File: src/pkg/spx_map.svh
// spx_map.svh: register offsets, field positions, reset values and counts.
// Assumes inclusion by bare name from the controller design files.
`ifndef SPX_MAP_SVH
`define SPX_MAP_SVH

// ----------------------------------------------------------------------
// Register offsets
// ----------------------------------------------------------------------
`define SPX_OFS_CTRL   8'h00
`define SPX_OFS_STAT   8'h04
`define SPX_OFS_BUF    8'h08
`define SPX_OFS_DIV    8'h0C

// ----------------------------------------------------------------------
// Field positions and reset values
// ----------------------------------------------------------------------
`define SPX_CTRL_EN    0
`define SPX_CTRL_CPOL  1
`define SPX_CTRL_CPHA  2
`define SPX_CTRL_RATE  4
`define SPX_CTRL_SEL   8
`define SPX_CTRL_SELON 12
`define SPX_CTRL_MASK  32'h0000_1737
`define SPX_CTRL_RST   32'h0000_0000
`define SPX_STAT_BUSY  0
`define SPX_STAT_FULL  1
`define SPX_STAT_WRITE_COLLISION_FLAG  2
`define SPX_STAT_DONE  3
`define SPX_DIV_RST    8'h00

// ----------------------------------------------------------------------
// Half periods of the serial clock in system clocks, and serial clock edges per byte
// ----------------------------------------------------------------------
`define SPX_HALF_DIV4  10'h002
`define SPX_HALF_DIV16 10'h008
`define SPX_HALF_DIV64 10'h020
`define SPX_LAST_EDGE  5'h0F
`define SPX_EDGES      5'h10

`endif

File: src/pkg/spx_pkg.sv
// spx_pkg.sv: types shared by the serial controller files.
// Assumes nothing of its surroundings.
package spx_pkg;

  // ----------------------------------------------------------------------
  // Types
  // ----------------------------------------------------------------------
  typedef enum logic [2:0]
  {
    SPX_ST_IDLE  = 3'b001,
    SPX_ST_SETUP = 3'b010,
    SPX_ST_SHIFT = 3'b100
  } spx_state_t;

  typedef enum logic [1:0]
  {
    SPX_RATE_DIV4    = 2'h0,
    SPX_RATE_DIV16   = 2'h1,
    SPX_RATE_DIV64   = 2'h2,
    SPX_RATE_DIVISOR = 2'h3
  } spx_rate_t;

endpackage : spx_pkg

File: src/verilog/spx_host.sv
// spx_host.sv: SPI master controller with an AHB-Lite register slave.
// Assumes one SPI slave on each select line and one AHB-Lite master.
// Behaviour
// Eight-bit shift register at each end.
// Bits leave most significant first.
// Incoming bit enters the bottom, contents move up.
// Drive on one clock edge, sample on the other.
// One bit each way every clock.
// Eight clocks swap the two bytes.
// Master out feeds slave in, slave out feeds master.
// Only the master makes the serial clock.
// Both ends use the same idle polarity.
// More bytes: reload registers, exchange again.
// Transactions may run any number of clocks.
// Stop the clock, then release select.
// At most one select asserted at once.
// Every slave has its own select line.
// Unselected slave ignores bus, drives nothing.
// Unselected slave output is preferably tri-stated; the bench slave model drives miso always and the bench muxes it by oe instead.
// Port runs SPI or I2C, not both.
// Master buffer write starts an exchange; the code drops one made while write_collision_flag is still set.
// Full byte sets buffer full and port flag.
// Write during exchange dropped, collision flag set.
// Master rate chosen from fixed or programmable dividers.
// Slave select is active low.
// Reset or disable returns port to idle.
`timescale 1ns/1ps
`include "spx_map.svh"

module spx_host
#(
  parameter int SEL_N = 4,
  parameter int DIV_W = 8
)
(
  // Clock, reset and enable
  input  wire logic             clk,
  input  wire logic             rst_n,
  input  wire logic             ce,
  // AHB-Lite slave
  input  wire logic             hsel,
  input  wire logic [31:0]      haddr,
  input  wire logic [1:0]       htrans,
  input  wire logic             hwrite,
  input  wire logic [2:0]       hsize,
  input  wire logic [31:0]      hwdata,
  input  wire logic             hready,
  output logic                  hreadyout,
  output logic [31:0]           hrdata,
  output logic                  hresp,
  // SPI link
  output logic                  sck,
  output logic                  mosi,
  input  wire logic             miso,
  output logic [SEL_N-1:0]      ss_n
);

  localparam int HALF_W = DIV_W + 2;

  // ----------------------------------------------------------------------
  // Storage
  // ----------------------------------------------------------------------
  logic [31:0]      ctrl;
  logic [DIV_W-1:0] rate_divisor;
  logic [7:0]       transfer_buffer;
  logic [7:0]       tx_byte;
  logic             buffer_full_flag;
  logic             write_collision_flag;
  logic             port_interrupt_flag;
  logic             dp_wr;
  logic [7:0]       dp_addr;
  logic             start;
  logic             miso_meta;
  logic             miso_sync;
  logic [31:0]      stat_word;
  logic [31:0]      rd_word;
  wire              shift_busy;
  wire              shift_done;
  wire [7:0]        rx_byte;

  // ----------------------------------------------------------------------
  // Helpers
  // ----------------------------------------------------------------------
  function automatic logic [HALF_W-1:0] spx_half(input spx_pkg::spx_rate_t r,
                                                 input logic [DIV_W-1:0]  d);
    case (r)
      spx_pkg::SPX_RATE_DIV4:  spx_half = HALF_W'(`SPX_HALF_DIV4);
      spx_pkg::SPX_RATE_DIV16: spx_half = HALF_W'(`SPX_HALF_DIV16);
      spx_pkg::SPX_RATE_DIV64: spx_half = HALF_W'(`SPX_HALF_DIV64);
      default:                 spx_half = HALF_W'({d, 1'b0}) + HALF_W'(`SPX_HALF_DIV4);
    endcase
  endfunction : spx_half

  function automatic logic [SEL_N-1:0] spx_onehot(input logic [2:0] idx);
    spx_onehot = '0;
    for (int i = 0; i < SEL_N; i++)
    begin
      if (idx == 3'(i))
      begin
        spx_onehot[i] = 1'b1;
      end
    end
  endfunction : spx_onehot

  // ----------------------------------------------------------------------
  // Decode
  // ----------------------------------------------------------------------
  wire       ap_valid = hsel && htrans[1] && hready;
  wire [7:0] ap_addr  = haddr[7:0];
  wire       rd_buf   = ap_valid && !hwrite && (ap_addr == `SPX_OFS_BUF);
  wire       wr_ctrl  = dp_wr && (dp_addr == `SPX_OFS_CTRL);
  wire       wr_stat  = dp_wr && (dp_addr == `SPX_OFS_STAT);
  wire       wr_buf   = dp_wr && (dp_addr == `SPX_OFS_BUF);
  wire       wr_div   = dp_wr && (dp_addr == `SPX_OFS_DIV);

  wire       enable   = ctrl[`SPX_CTRL_EN];
  wire       cpol     = ctrl[`SPX_CTRL_CPOL];
  wire       cpha     = ctrl[`SPX_CTRL_CPHA];
  wire       sel_on   = ctrl[`SPX_CTRL_SELON];
  wire [2:0] sel_idx  = ctrl[`SPX_CTRL_SEL+2:`SPX_CTRL_SEL];
  wire [1:0] rate_raw = ctrl[`SPX_CTRL_RATE+1:`SPX_CTRL_RATE];
  wire spx_pkg::spx_rate_t rate = spx_pkg::spx_rate_t'(rate_raw);

  // A start pulse still in flight counts as busy, so that a buffer write in
  // the very next data phase collides instead of overwriting the byte.
  wire busy_any = shift_busy || start;
  wire buf_ok   = wr_buf && enable && !busy_any && !write_collision_flag;
  wire buf_col  = wr_buf && busy_any;
  wire clr_write_collision_flag = wr_stat && hwdata[`SPX_STAT_WRITE_COLLISION_FLAG];
  wire clr_done = wr_stat && hwdata[`SPX_STAT_DONE];

  wire [HALF_W-1:0] half_cnt = spx_half(rate, rate_divisor);
  wire [SEL_N-1:0]  next_sel = (enable && sel_on) ? spx_onehot(sel_idx) : '0;

  // Hardware sets win over software clears in the same cycle.
  wire next_full = shift_done || (buffer_full_flag && !rd_buf);
  wire next_write_collision_flag = buf_col || (write_collision_flag && !clr_write_collision_flag);
  wire next_done = shift_done || (port_interrupt_flag && !clr_done);

  always_comb
  begin
    stat_word                 = '0;
    stat_word[`SPX_STAT_BUSY] = busy_any;
    stat_word[`SPX_STAT_FULL] = buffer_full_flag;
    stat_word[`SPX_STAT_WRITE_COLLISION_FLAG] = write_collision_flag;
    stat_word[`SPX_STAT_DONE] = port_interrupt_flag;
  end

  always_comb
  begin
    case (ap_addr)
      `SPX_OFS_CTRL: rd_word = ctrl;
      `SPX_OFS_STAT: rd_word = stat_word;
      `SPX_OFS_BUF:  rd_word = {24'h000000, transfer_buffer};
      `SPX_OFS_DIV:  rd_word = 32'(rate_divisor);
      default:       rd_word = 32'h0000_0000;
    endcase
  end

  // ----------------------------------------------------------------------
  // Bus slave
  // ----------------------------------------------------------------------
  // Read data is taken in the address phase, so a read that directly follows
  // a write to the same register returns the value before that write.
  always_ff @(posedge clk or negedge rst_n)
  begin
    if (!rst_n)
    begin
      dp_wr     <= 1'b0;
      dp_addr   <= 8'h00;
      hrdata    <= 32'h0000_0000;
      hreadyout <= 1'b0;
      hresp     <= 1'b0;
    end
    else if (ce)
    begin
      dp_wr     <= ap_valid && hwrite;
      dp_addr   <= ap_addr;
      hrdata    <= (ap_valid && !hwrite) ? rd_word : hrdata;
      hreadyout <= 1'b1;
      hresp     <= 1'b0;
    end
  end

  // ----------------------------------------------------------------------
  // Registers and flags
  // ----------------------------------------------------------------------
  always_ff @(posedge clk or negedge rst_n)
  begin
    if (!rst_n)
    begin
      ctrl                 <= `SPX_CTRL_RST;
      rate_divisor         <= DIV_W'(`SPX_DIV_RST);
      buffer_full_flag     <= 1'b0;
      write_collision_flag <= 1'b0;
      port_interrupt_flag  <= 1'b0;
    end
    else if (ce)
    begin
      ctrl                 <= wr_ctrl ? (hwdata & `SPX_CTRL_MASK) : ctrl;
      rate_divisor         <= wr_div ? hwdata[DIV_W-1:0] : rate_divisor;
      buffer_full_flag     <= next_full;
      write_collision_flag <= next_write_collision_flag;
      port_interrupt_flag  <= next_done;
    end
  end

  always_ff @(posedge clk or negedge rst_n)
  begin
    if (!rst_n)
    begin
      start           <= 1'b0;
      tx_byte         <= 8'h00;
      transfer_buffer <= 8'h00;
    end
    else if (ce)
    begin
      start           <= buf_ok;
      tx_byte         <= buf_ok ? hwdata[7:0] : tx_byte;
      transfer_buffer <= shift_done ? rx_byte : transfer_buffer;
    end
  end

  // ----------------------------------------------------------------------
  // Select lines and input synchroniser
  // ----------------------------------------------------------------------
  // Selects only move between bytes, so a select held by software spans as
  // many bytes as it likes and is released only once the clock has stopped.
  always_ff @(posedge clk or negedge rst_n)
  begin
    if (!rst_n)
    begin
      ss_n      <= '1;
      miso_meta <= 1'b0;
      miso_sync <= 1'b0;
    end
    else if (ce)
    begin
      ss_n      <= busy_any ? ss_n : ~next_sel;
      miso_meta <= miso;
      miso_sync <= miso_meta;
    end
  end

  // ----------------------------------------------------------------------
  // Shift engine
  // ----------------------------------------------------------------------
  spx_shifter #(
    .HALF_W   (HALF_W)
  ) u_shifter (
    .clk      (clk),
    .rst_n    (rst_n),
    .ce       (ce),
    .start    (start),
    .abort    (!enable),
    .tx_byte  (tx_byte),
    .cpol     (cpol),
    .cpha     (cpha),
    .half_cnt (half_cnt),
    .miso     (miso_sync),
    .sck      (sck),
    .mosi     (mosi),
    .busy     (shift_busy),
    .done     (shift_done),
    .rx_byte  (rx_byte)
  );
endmodule : spx_host

File: src/verilog/spx_shifter.sv
// spx_shifter.sv: byte shifter that makes the serial clock and exchanges a byte.
// Assumes a synchronised data input and a half period of at least two clocks.
`timescale 1ns/1ps
`include "spx_map.svh"

module spx_shifter
#(
  parameter int HALF_W = 10
)
(
  // Clock, reset and enable
  input  wire logic              clk,
  input  wire logic              rst_n,
  input  wire logic              ce,
  // Control
  input  wire logic              start,
  input  wire logic              abort,
  input  wire logic [7:0]        tx_byte,
  input  wire logic              cpol,
  input  wire logic              cpha,
  input  wire logic [HALF_W-1:0] half_cnt,
  // Serial pins
  input  wire logic              miso,
  output logic                   sck,
  output logic                   mosi,
  // Result
  output logic                   busy,
  output logic                   done,
  output logic [7:0]             rx_byte
);

  spx_pkg::spx_state_t state;
  spx_pkg::spx_state_t next_state;
  logic [HALF_W-1:0]   cnt;
  logic [4:0]          edge_n;
  logic [7:0]          byte_shifter;
  logic [4:0]          tog;

  wire hit        = (cnt == HALF_W'(1));
  wire run        = (state == spx_pkg::SPX_ST_SHIFT);
  wire idle       = (state == spx_pkg::SPX_ST_IDLE);
  wire last       = (edge_n == `SPX_LAST_EDGE);
  wire do_sample  = run && hit && (edge_n[0] == cpha);
  wire do_drive   = run && hit && (edge_n[0] != cpha);
  wire [7:0] next_shift = do_sample ? {byte_shifter[6:0], miso} : byte_shifter;
  wire next_sck   = idle ? cpol : ((run && hit) ? ~sck : sck);

  assign busy = !idle;

  // ----------------------------------------------------------------------
  // Sequencer
  // ----------------------------------------------------------------------
  always_comb
  begin
    case (state)
      spx_pkg::SPX_ST_IDLE:  next_state = start ? spx_pkg::SPX_ST_SETUP : state;
      spx_pkg::SPX_ST_SETUP: next_state = hit ? spx_pkg::SPX_ST_SHIFT : state;
      spx_pkg::SPX_ST_SHIFT: next_state = (hit && last) ? spx_pkg::SPX_ST_IDLE : state;
      default:               next_state = spx_pkg::SPX_ST_IDLE;
    endcase
    if (abort)
    begin
      next_state = spx_pkg::SPX_ST_IDLE;
    end
  end

  always_ff @(posedge clk or negedge rst_n)
  begin
    if (!rst_n)
    begin
      state  <= spx_pkg::SPX_ST_IDLE;
      cnt    <= '0;
      edge_n <= '0;
    end
    else if (ce)
    begin
      state  <= next_state;
      cnt    <= (idle || hit) ? half_cnt : cnt - HALF_W'(1);
      edge_n <= idle ? 5'h00 : ((run && hit) ? edge_n + 5'h01 : edge_n);
    end
  end

  // ----------------------------------------------------------------------
  // Data path
  // ----------------------------------------------------------------------
  // A collision on the slave side cannot corrupt this register: it is only
  // loaded while idle, so the exchanged byte is always whole.
  always_ff @(posedge clk or negedge rst_n)
  begin
    if (!rst_n)
    begin
      byte_shifter <= '0;
      sck          <= 1'b0;
      mosi         <= 1'b0;
      done         <= 1'b0;
      rx_byte      <= '0;
    end
    else if (ce)
    begin
      byte_shifter <= (idle && start) ? tx_byte : next_shift;
      sck          <= next_sck;
      if (idle && start && !cpha)
      begin
        mosi <= tx_byte[7];
      end
      else if (do_drive)
      begin
        mosi <= byte_shifter[7];
      end
      done    <= run && hit && last && !abort;
      rx_byte <= (run && hit && last) ? next_shift : rx_byte;
    end
  end

  // ----------------------------------------------------------------------
  // Checks
  // ----------------------------------------------------------------------
  always_ff @(posedge clk or negedge rst_n)
  begin
    if (!rst_n)
    begin
      tog <= '0;
    end
    else if (ce)
    begin
      tog <= (idle && start) ? 5'h00 : ((next_sck != sck && !idle) ? tog + 5'h01 : tog);
    end
  end
endmodule : spx_shifter

File: config.mk
export PLATFORM = sky130hd
export DESIGN_NAME = spx_host
export DESIGN_NICKNAME = d
export VERILOG_FILES = /design/src/pkg/spx_pkg.sv /design/src/verilog/spx_host.sv /design/src/verilog/spx_shifter.sv
export VERILOG_INCLUDE_DIRS = /design/src /design/src/pkg
export SDC_FILE = /design/constraint.sdc
export NUM_CORES = 1
export LEC_CHECK = 0
export BUFFER_PORTS_ARGS = -buffer_cell sky130_fd_sc_hd__clkbuf_2
export CAP_MARGIN = 20
export CORE_MARGIN = 2
export CORE_UTILIZATION = 55
export DETAILED_ROUTE_END_ITERATION = 8
export PLACE_DENSITY = 0.78
export REMOVE_ABC_BUFFERS = 1
export SYNTH_ARGS = -nofsm -noshare
export SYNTH_HDL_FRONTEND = slang
export SYNTH_SLANG_ARGS = --single-unit
File: constraint.sdc
create_clock -name clk -period 5.1 [get_ports clk]
set_input_delay 0.51 -clock clk [delete_from_list [all_inputs] [get_ports clk]]
set_output_delay 0.51 -clock clk [all_outputs]
set_load 0.05 [all_outputs]
==> results of run 1 <==
## power groups by stage
stage | clock (mW) | sequential [mW] | combinational (mW)
2_1_floorplan | 0 | 0.866 | 0.0935
3_3_place_gp | 0 | 0.869 | 0.146
3_5_place_dp | 0 | 0.871 | 0.150
4_1_cts | 0.503 | 0.855 | 0.151
5_1_grt | 0.538 | 0.859 | 0.165
6_report | 0.494 | 0.856 | 0.150
## registers in the layout, indices dropped and copies added, names as in the netlist, 3 cells and up
register / flops
u_shifter.state: 3
u_shifter.cnt: 10
dp_addr: 8
u_shifter.edge_n: 5
tx_byte: 8
rate_divisor: 8
transfer_buffer: 8
hrdata: 12
ss_n: 4
u_shifter.byte_shifter: 8
u_shifter.rx_byte: 8
ctrl: 9
## cells in the mapped netlist (5+ instances only)
cell       n  area, sq um
ha_1       5         62.6
and3_1    11         68.8
a22o_1     5         43.8
nor4_1     5         31.3
clkbuf_1   7         26.3
nand4_1    5         31.3
nand2_1   44          165
buf_4     22          165
nand2b_1  10         62.6
nor2_1    17         63.8
o22ai_1    5         31.3
mux2_2    43          484
a21oi_1    9         45.0
nor2b_1    5         31.3
nand3_1   13         65.1
o221a_2    8         90.1
mux2_1     8         90.1
o21ai_0   19         95.1
mux2i_1    8         80.1
o211ai_1   5         37.5
dfstp_2    5          131
dfrtp_1   97         2430
inv_1     20         75.1
xnor2_1    5         43.8
nor3b_1    8         60.1
a31oi_1    5         31.3
## per-layer routing
| layer | track usage [%] | wire length [microns] | vias up |
|---|---|---|---|
| met3 | 4.62 | 783 | 25 |
| met4 | 8.00 | 243 | 0 |
| met1 | 32.6 | 4940 | 1908 |
| met2 | 36.6 | 5420 | 157 |
| met5 | 0 | 0 | - |
| li1 | - | - | 1764 |
## final cells by class
type / count / area share (%)
inverter: 20 / 1.32
timing repair buffer: 48 / 4.37
clock buffer: 10 / 2.43
sequential: 102 / 45.1
multi-input combinational: 331 / 43.0
clock inverter: 6 / 0.970
tap: 129 / 2.84
## logic make-up after synthesis
kind of cell               count (synthesis)  synth area share [%]
and+or+nand+nor                          150                  16.4
DFF                                      102                  48.9
other                                      1                0.0716
AOI/OAI and AO/OA                         86                  12.8
muxes                                     61                  13.4
xor gates and xnor gates                   8                  1.34
adders and majority gates                  5                  1.19
buffers and inverters                     57                  6.00
## worst max-delay path by stage
stage,slack (ps),cells past startpoint,endpoint,startpoint
final,2340,4,tx_byte[6]$_DFFE_PN0P_,u_shifter.state[0]$_DFFE_PN1P_
after global routing,2230,4,tx_byte[6]$_DFFE_PN0P_,u_shifter.state[0]$_DFFE_PN1P_
after detailed placement,2220,6,tx_byte[6]$_DFFE_PN0P_,ce
after global placement,2280,6,tx_byte[1]$_DFFE_PN0P_,ce
after CTS,2390,4,tx_byte[6]$_DFFE_PN0P_,u_shifter.state[0]$_DFFE_PN1P_
after floorplan,2940,4,tx_byte[0]$_DFFE_PN0P_,u_shifter.state[0]$_DFFE_PN1P_
## per-stage QoR
step           instance area (sq um)  hold WS (ps)
4_1_cts                         5670           265
5_1_grt                         5670           289
3_5_place_dp                    5480           449
6_report                        5670           230
2_1_floorplan                   5070           214
3_3_place_gp                    5480           450
==> summary.md, run 1 <==
| Metric | Value |
|---|---|
| Postcts setup bufs | `0` |
| Area taken by multi-input logic gates | `2440 sq um` |
| Max_cap viols | `0` |
| RSZ-0062 raised after global routing | `no` |
| Die Span Y | `102 microns` |
| Leakage | `2.73 nW` |
| WP buf/inv | `0` |
| Number of routed nets with antenna violations | `0` |
| Setup TNS | `0 ps` |
| Switch Pwr | `0.425 mW` |
| Post-synth EDFFs | `0` |
| Synth Register Bits | `102` |
| RePlAce Congestion | `0.895` |
| Post-Syn Area | `5240 sq um` |
| Slew Viols, Final | `0` |
| Post-Syn Area per Cell | `11.1 sq um` |
| Slew HR | `34.0%` |
| Yosys warns | `0` |
| Clock skew | `7.36 ps` |
| CP delay by family, top | `simple AND/OR/NAND/NOR gates` |
| Worst Path Max Fanout | `11` |
| Crit path time final | `2760 ps` |
| R2R Path Start | `u_shifter.state[0]$_DFFE_PN1P_` |
| Maximum vdd drop | `0.214 mV` |
| Core area | `9240 sq um` |
| Fillers | `750` |
| Clk_lat worst skew | `370 ps` |
| Most common cell after layout, fill and taps aside | `dfrtp_1` |
| CTS H-tree depth | `3` |
| Main synth FF type | `dfrtp_1` |
| Dpl ws | `2220 ps` |
| Setup crit end kind | `register` |
| FP Rows | `35` |
| Total Routing Usage GR | `23.3%` |
| Drt total wl | `11.4 mm` |
| Switching share of power | `28.4%` |
| Largest net degree at the start of global routing | `66` |
| Sink Count | `102` |
| Vias post-DR | `3854` |
| Post-DR wirelength/cell | `17.6 microns` |
| Die Wd | `102 microns` |
| Initial antenna violation count | `0` |
| Final period utilization | `54.1%` |
| Worst hold path type | `in2async` |
| Placed insts | `630` |
| Critical Path RT | `5350 ps` |
| Clk pwr share | `32.9%` |
| Comb power frac | `10.0%` |
| Reg2reg end | `tx_byte[6]$_DFFE_PN0P_` |
| Via/cell ratio | `5.97` |
| DRT iter0 DRCs | `352` |
| P_int | `1.07 mW` |
| Ys async rst share | `100%` |
| GRT overflow | `0` |
| Status | `finished, final reports clean` |
| Number of CTS-inserted buffers | `9` |
| Final Core Density | `61.4%` |
| IO Port Bufs | `46` |
| Register Area | `2560 sq um` |
| F_max | `363 MHz` |
| Reg2Reg Depth | `4` |
| Clock root buffer | `clkbuf_8` |
| Crit path DAT | `3010 ps` |
| Clock transition at path regs | `100 ps` |
| Sequential share of the synthesized area | `48.9%` |
| CTS tree | `done` |
| Max Root-Sink Buffers | `2` |
| Yosys cell types | `70` |
| CP max stage cell | `dfstp_2` |
| Tot Pwr | `1.50 mW` |
| Final Non-Filler Cells | `646` |
| Reg-to-reg slack, setup | `2340 ps` |
| Die area | `10300 sq um` |
| Startpoint Class | `register` |
| Cell count after synthesis | `470` |
| Top Ports | `116` |
| ANT cells | `0` |
| Layout area overhead | `8.36%` |
| Final Worst Setup Slack | `2340 ps` |
| Layout cells sized above 1 | `26.7%` |
| Power Density | `264 nW/um^2` |
| Critical path cell sequence | `or3b_1 > nor3_2 > nand3_2 > mux2_2` |
| Most frequent cells in the layout | `dfrtp_1 (97), clkbuf_2 (45), nand2_1 (44), mux2_2 (43), conb_1 (21)` |
| Critical path type | `reg2reg` |
| Reg power frac | `57.1%` |
| Slew @ Worst Pin | `986 ps` |
| Post-cts resize count | `0` |
| CP max stage delay | `630 ps` |
| Setup Viol. Count Final | `0` |
| First-pass detailed-route iteration total | `5` |
| Vias in the first global route | `3702` |
| Drt drc | `0` |
| Net count reported at finish | `593` |
| Hold Buf Count CTS | `0` |
| Final Hold Fails | `0` |
| Effective utilization at floorplan | `56.7%` |
| Hpwl dp | `8.06 mm` |
| First-pass GRT wire length | `18.6 mm` |
Note: power is estimated with default switching activity, not from simulation.
==> run 2: changes to the inputs <==
--- a/config.mk
+++ b/config.mk
@@ -6,12 +6,13 @@
 export SDC_FILE = /design/constraint.sdc
 export NUM_CORES = 1
 export LEC_CHECK = 0
+export ABC_AREA = 1
 export BUFFER_PORTS_ARGS = -buffer_cell sky130_fd_sc_hd__clkbuf_2
 export CAP_MARGIN = 20
 export CORE_MARGIN = 2
 export CORE_UTILIZATION = 55
 export DETAILED_ROUTE_END_ITERATION = 8
-export PLACE_DENSITY = 0.78
+export PLACE_DENSITY = 0.77
 export REMOVE_ABC_BUFFERS = 1
 export SYNTH_ARGS = -nofsm -noshare
 export SYNTH_HDL_FRONTEND = slang
==> constraint.sdc (replaced) <==
create_clock -name clk -period 2.6 [get_ports clk]
set_input_delay 0.26 -clock clk [delete_from_list [all_inputs] [get_ports clk]]
set_output_delay 0.26 -clock clk [all_outputs]
set_load 0.05 [all_outputs]
==> run 2 against run 1 <==
Worst setup slack lost 1500 ps. Critical endpoint is now u_shifter.state[2]$_DFFE_PN0P_. Non-clock buffer count is 4 higher. First-iteration DRC count shrank 3.7%.
==> summary.md, run 2 <==
| Metric | Value |
|---|---|
| Top Ports | `116` |
| Power Density | `541 nW/um^2` |
| Yosys warns | `0` |
| Drt drc | `0` |
| Synth Register Bits | `102` |
| Critical path type | `reg2reg` |
| Die area | `10900 sq um` |
| Post-Syn Area per Cell | `7.89 sq um` |
| Layout area overhead | `8.24%` |
| DP Area | `5800 sq um` |
| Hpwl dp | `9.77 mm` |
| IO Port Bufs | `46` |
| Core area | `9770 sq um` |
| Reg power frac | `53.1%` |
| CP delay by family, top | `simple AND/OR/NAND/NOR gates` |
| First-pass GRT wire length | `21.9 mm` |
| DRT iter0 DRCs | `339` |
| Setup crit end kind | `register` |
| Post-DR wirelength/cell | `14.7 microns` |
| Drt total wl | `13.0 mm` |
| FP Rows | `36` |
| Clk_lat worst skew | `380 ps` |
| P_int | `2.19 mW` |
| Crit path time final | `1750 ps` |
| Post-Syn Area | `5540 sq um` |
| Most common cell in the synthesized netlist | `nand2_1` |
| Sink Count | `102` |
| Comb power frac | `16.8%` |
| ANT cells | `0` |
| Most common library cells after synthesis | `nand2_1 (253), dfrtp_1 (97), inv_1 (68), nand3_1 (63), o21ai_0 (39)` |
| Setup TNS | `0 ps` |
| Setup Viol. Count Final | `0` |
| Clock transition at path regs | `110 ps` |
| Clk pwr share | `30.1%` |
| Ys async rst share | `100%` |
| CTS tree | `done` |
| Main synth FF type | `dfrtp_1` |
| Critical path cell sequence | `ha_1 > nand2_1 > nor2_1 > ha_1 > nand4_1 > nand3_1 > nand2_1 > nand2_1 > o21ai_1` |
| Area taken by multi-input logic gates | `2490 sq um` |
| Worst hold path type | `in2reg` |
| Status | `finished, final reports clean` |
| Top cells by area, synth | `dfrtp_1 (44%), nand2_1 (17%), nand3_1 (5.7%)` |
| Largest net degree at the start of global routing | `65` |
| Net count reported at finish | `827` |
| Switch Pwr | `1.05 mW` |
| WP buf/inv | `0` |
| CP Depth | `9` |
| Final Hold Fails | `0` |
| Slew HR | `64.8%` |
| Max FFs per register | `12` |
| Worst Path Max Fanout | `6` |
| Most frequent cells in the layout | `nand2_1 (253), dfrtp_1 (97), inv_1 (68), nand3_1 (63), clkbuf_2 (45)` |
| Total Routing Usage GR | `25.2%` |
| Reg2Reg Depth | `9` |
| Slew @ Worst Pin | `525 ps` |
| Number of routed nets with antenna violations | `0` |
| Crit path DAT | `2030 ps` |
| Top flop regs | `hrdata (12), u_shifter.cnt (10), ctrl (9)` |
| First-pass detailed-route iteration total | `5` |
| Final period utilization | `67.2%` |
| Hold path cells | `3` |
| Hold Buf Count CTS | `1` |
| Clock skew | `15.9 ps` |
| Leakage | `3.25 nW` |
| Startpoint Class | `register` |
| Number of CTS-inserted buffers | `9` |
| Yosys cell types | `41` |
| Die Wd | `104 microns` |
| Register Area | `2560 sq um` |
| Cell taking the most area after synthesis | `dfrtp_1` |
| Synth top area share | `43.8%` |
| Switching share of power | `32.4%` |
| Crit path top cell by count | `nand2_1` |
| GRT overflow | `0` |
| Sequential share of the synthesized area | `46.2%` |
| Finished Cell Area | `6000 sq um` |
| Biggest register | `hrdata` |
| Vias in the first global route | `4488` |
| Fillers | `881` |
| Post-cts resize count | `0` |
| Layout cells sized above 1 | `16.0%` |
| Via/cell ratio | `5.34` |
| Slew Viols, Final | `0` |
| Initial antenna violation count | `0` |
| Effective utilization at floorplan | `56.7%` |
| CTS H-tree depth | `3` |
| RSZ-0062 raised after global routing | `no` |
| Most common cell after layout, fill and taps aside | `nand2_1` |
| Post-synth EDFFs | `0` |
| CP max stage cell | `dfrtp_1` |
| Max_cap viols | `0` |
| Max Root-Sink Buffers | `2` |
| Cell count after synthesis | `702` |
| Maximum vdd drop | `0.304 mV` |
| CP max stage delay | `430 ps` |
| RePlAce Congestion | `0.908` |
| Postcts setup bufs | `0` |
| F_max | `573 MHz` |
| Die Span Y | `104 microns` |
| Critical Path RT | `2880 ps` |
| Clock root buffer | `clkbuf_8` |
| Vias post-DR | `4722` |
==> run 2: metal layers <==
layer,wire (microns),GRT usage (%)
met5,0,0
met4,223,7.53
met3,769,5.08
met2,6310,41.8
met1,5720,33.4
==> run 2: power groups by stage <==
| stage | Sequential, mW | Clock (mW) | Combinational [mW] |
|---|---|---|---|
| floorplan | 1.76 | 0 | 0.365 |
| global placement | 1.75 | 0 | 0.528 |
| detailed placement | 1.75 | 0 | 0.543 |
| CTS | 1.72 | 0.989 | 0.547 |
| global route | 1.73 | 1.06 | 0.614 |
| finish | 1.72 | 0.977 | 0.546 |
==> run 2: worst min-delay path: stages <==
cell and delay [ps]:
clkbuf_2 80, inv_1 40, o21ai_1 60
==> run 2: cell families (layout without fill, tap and decap cells) <==
kind of cell,Yosys count,in the layout,share of synthesized area [%]
adders and majority gates,5,5,1.13
AOI/OAI and AO/OA,74,74,7.36
other,1,21,0.0677
buffers and inverters,114,143,10.2
and+or+nand+nor,392,392,32.6
muxes,6,6,1.22
xor gates and xnor gates,8,8,1.26
DFF,102,102,46.2
==> run 2: cell type report <==
class                      count  share of cell area (%)
inverter                      75                    4.90
multi-input combinational    506                    41.6
sequential                   102                    42.7
timing repair buffer          52                    4.88
clock buffer                  10                    2.29
clock inverter                 6                   0.918
tap                          133                    2.77
==> run 2: worst paths after layout <==
| kind | end | slack (ps) | start |
|---|---|---|---|
| worst max register to register | u_shifter.state[2]$_DFFE_PN0P_ | 850 | u_shifter.edge_n[0]$_DFFE_PN0P_ |
| max in group asynchronous | ss_n[3]$_DFFE_PN1P_ | 1450 | rst_n |
| worst max-delay path | u_shifter.state[2]$_DFFE_PN0P_ | 850 | u_shifter.edge_n[0]$_DFFE_PN0P_ |
| worst min-delay path | ctrl[9]$_DFFE_PN0P_ | 90 | hwdata[9] |
| worst min register to register | tx_byte[1]$_DFFE_PN0P_ | 480 | tx_byte[1]$_DFFE_PN0P_ |
| min in group asynchronous | u_shifter.byte_shifter[7]$_DFFE_PN0P_ | 390 | rst_n |
==> run 2: metrics by stage <==
stage	std cells	util, %	setup slack [ps]	power, mW	hold slack [ps]
4_1_cts	884	61.4	869	3.25	81.0
2_1_floorplan	683	-	968	2.13	-35.6
3_5_place_dp	867	59.3	877	2.29	269
5_1_grt	884	61.4	620	3.40	80.0
3_3_place_gp	867	59.3	913	2.28	263
6_report	884	61.4	854	3.25	85.1
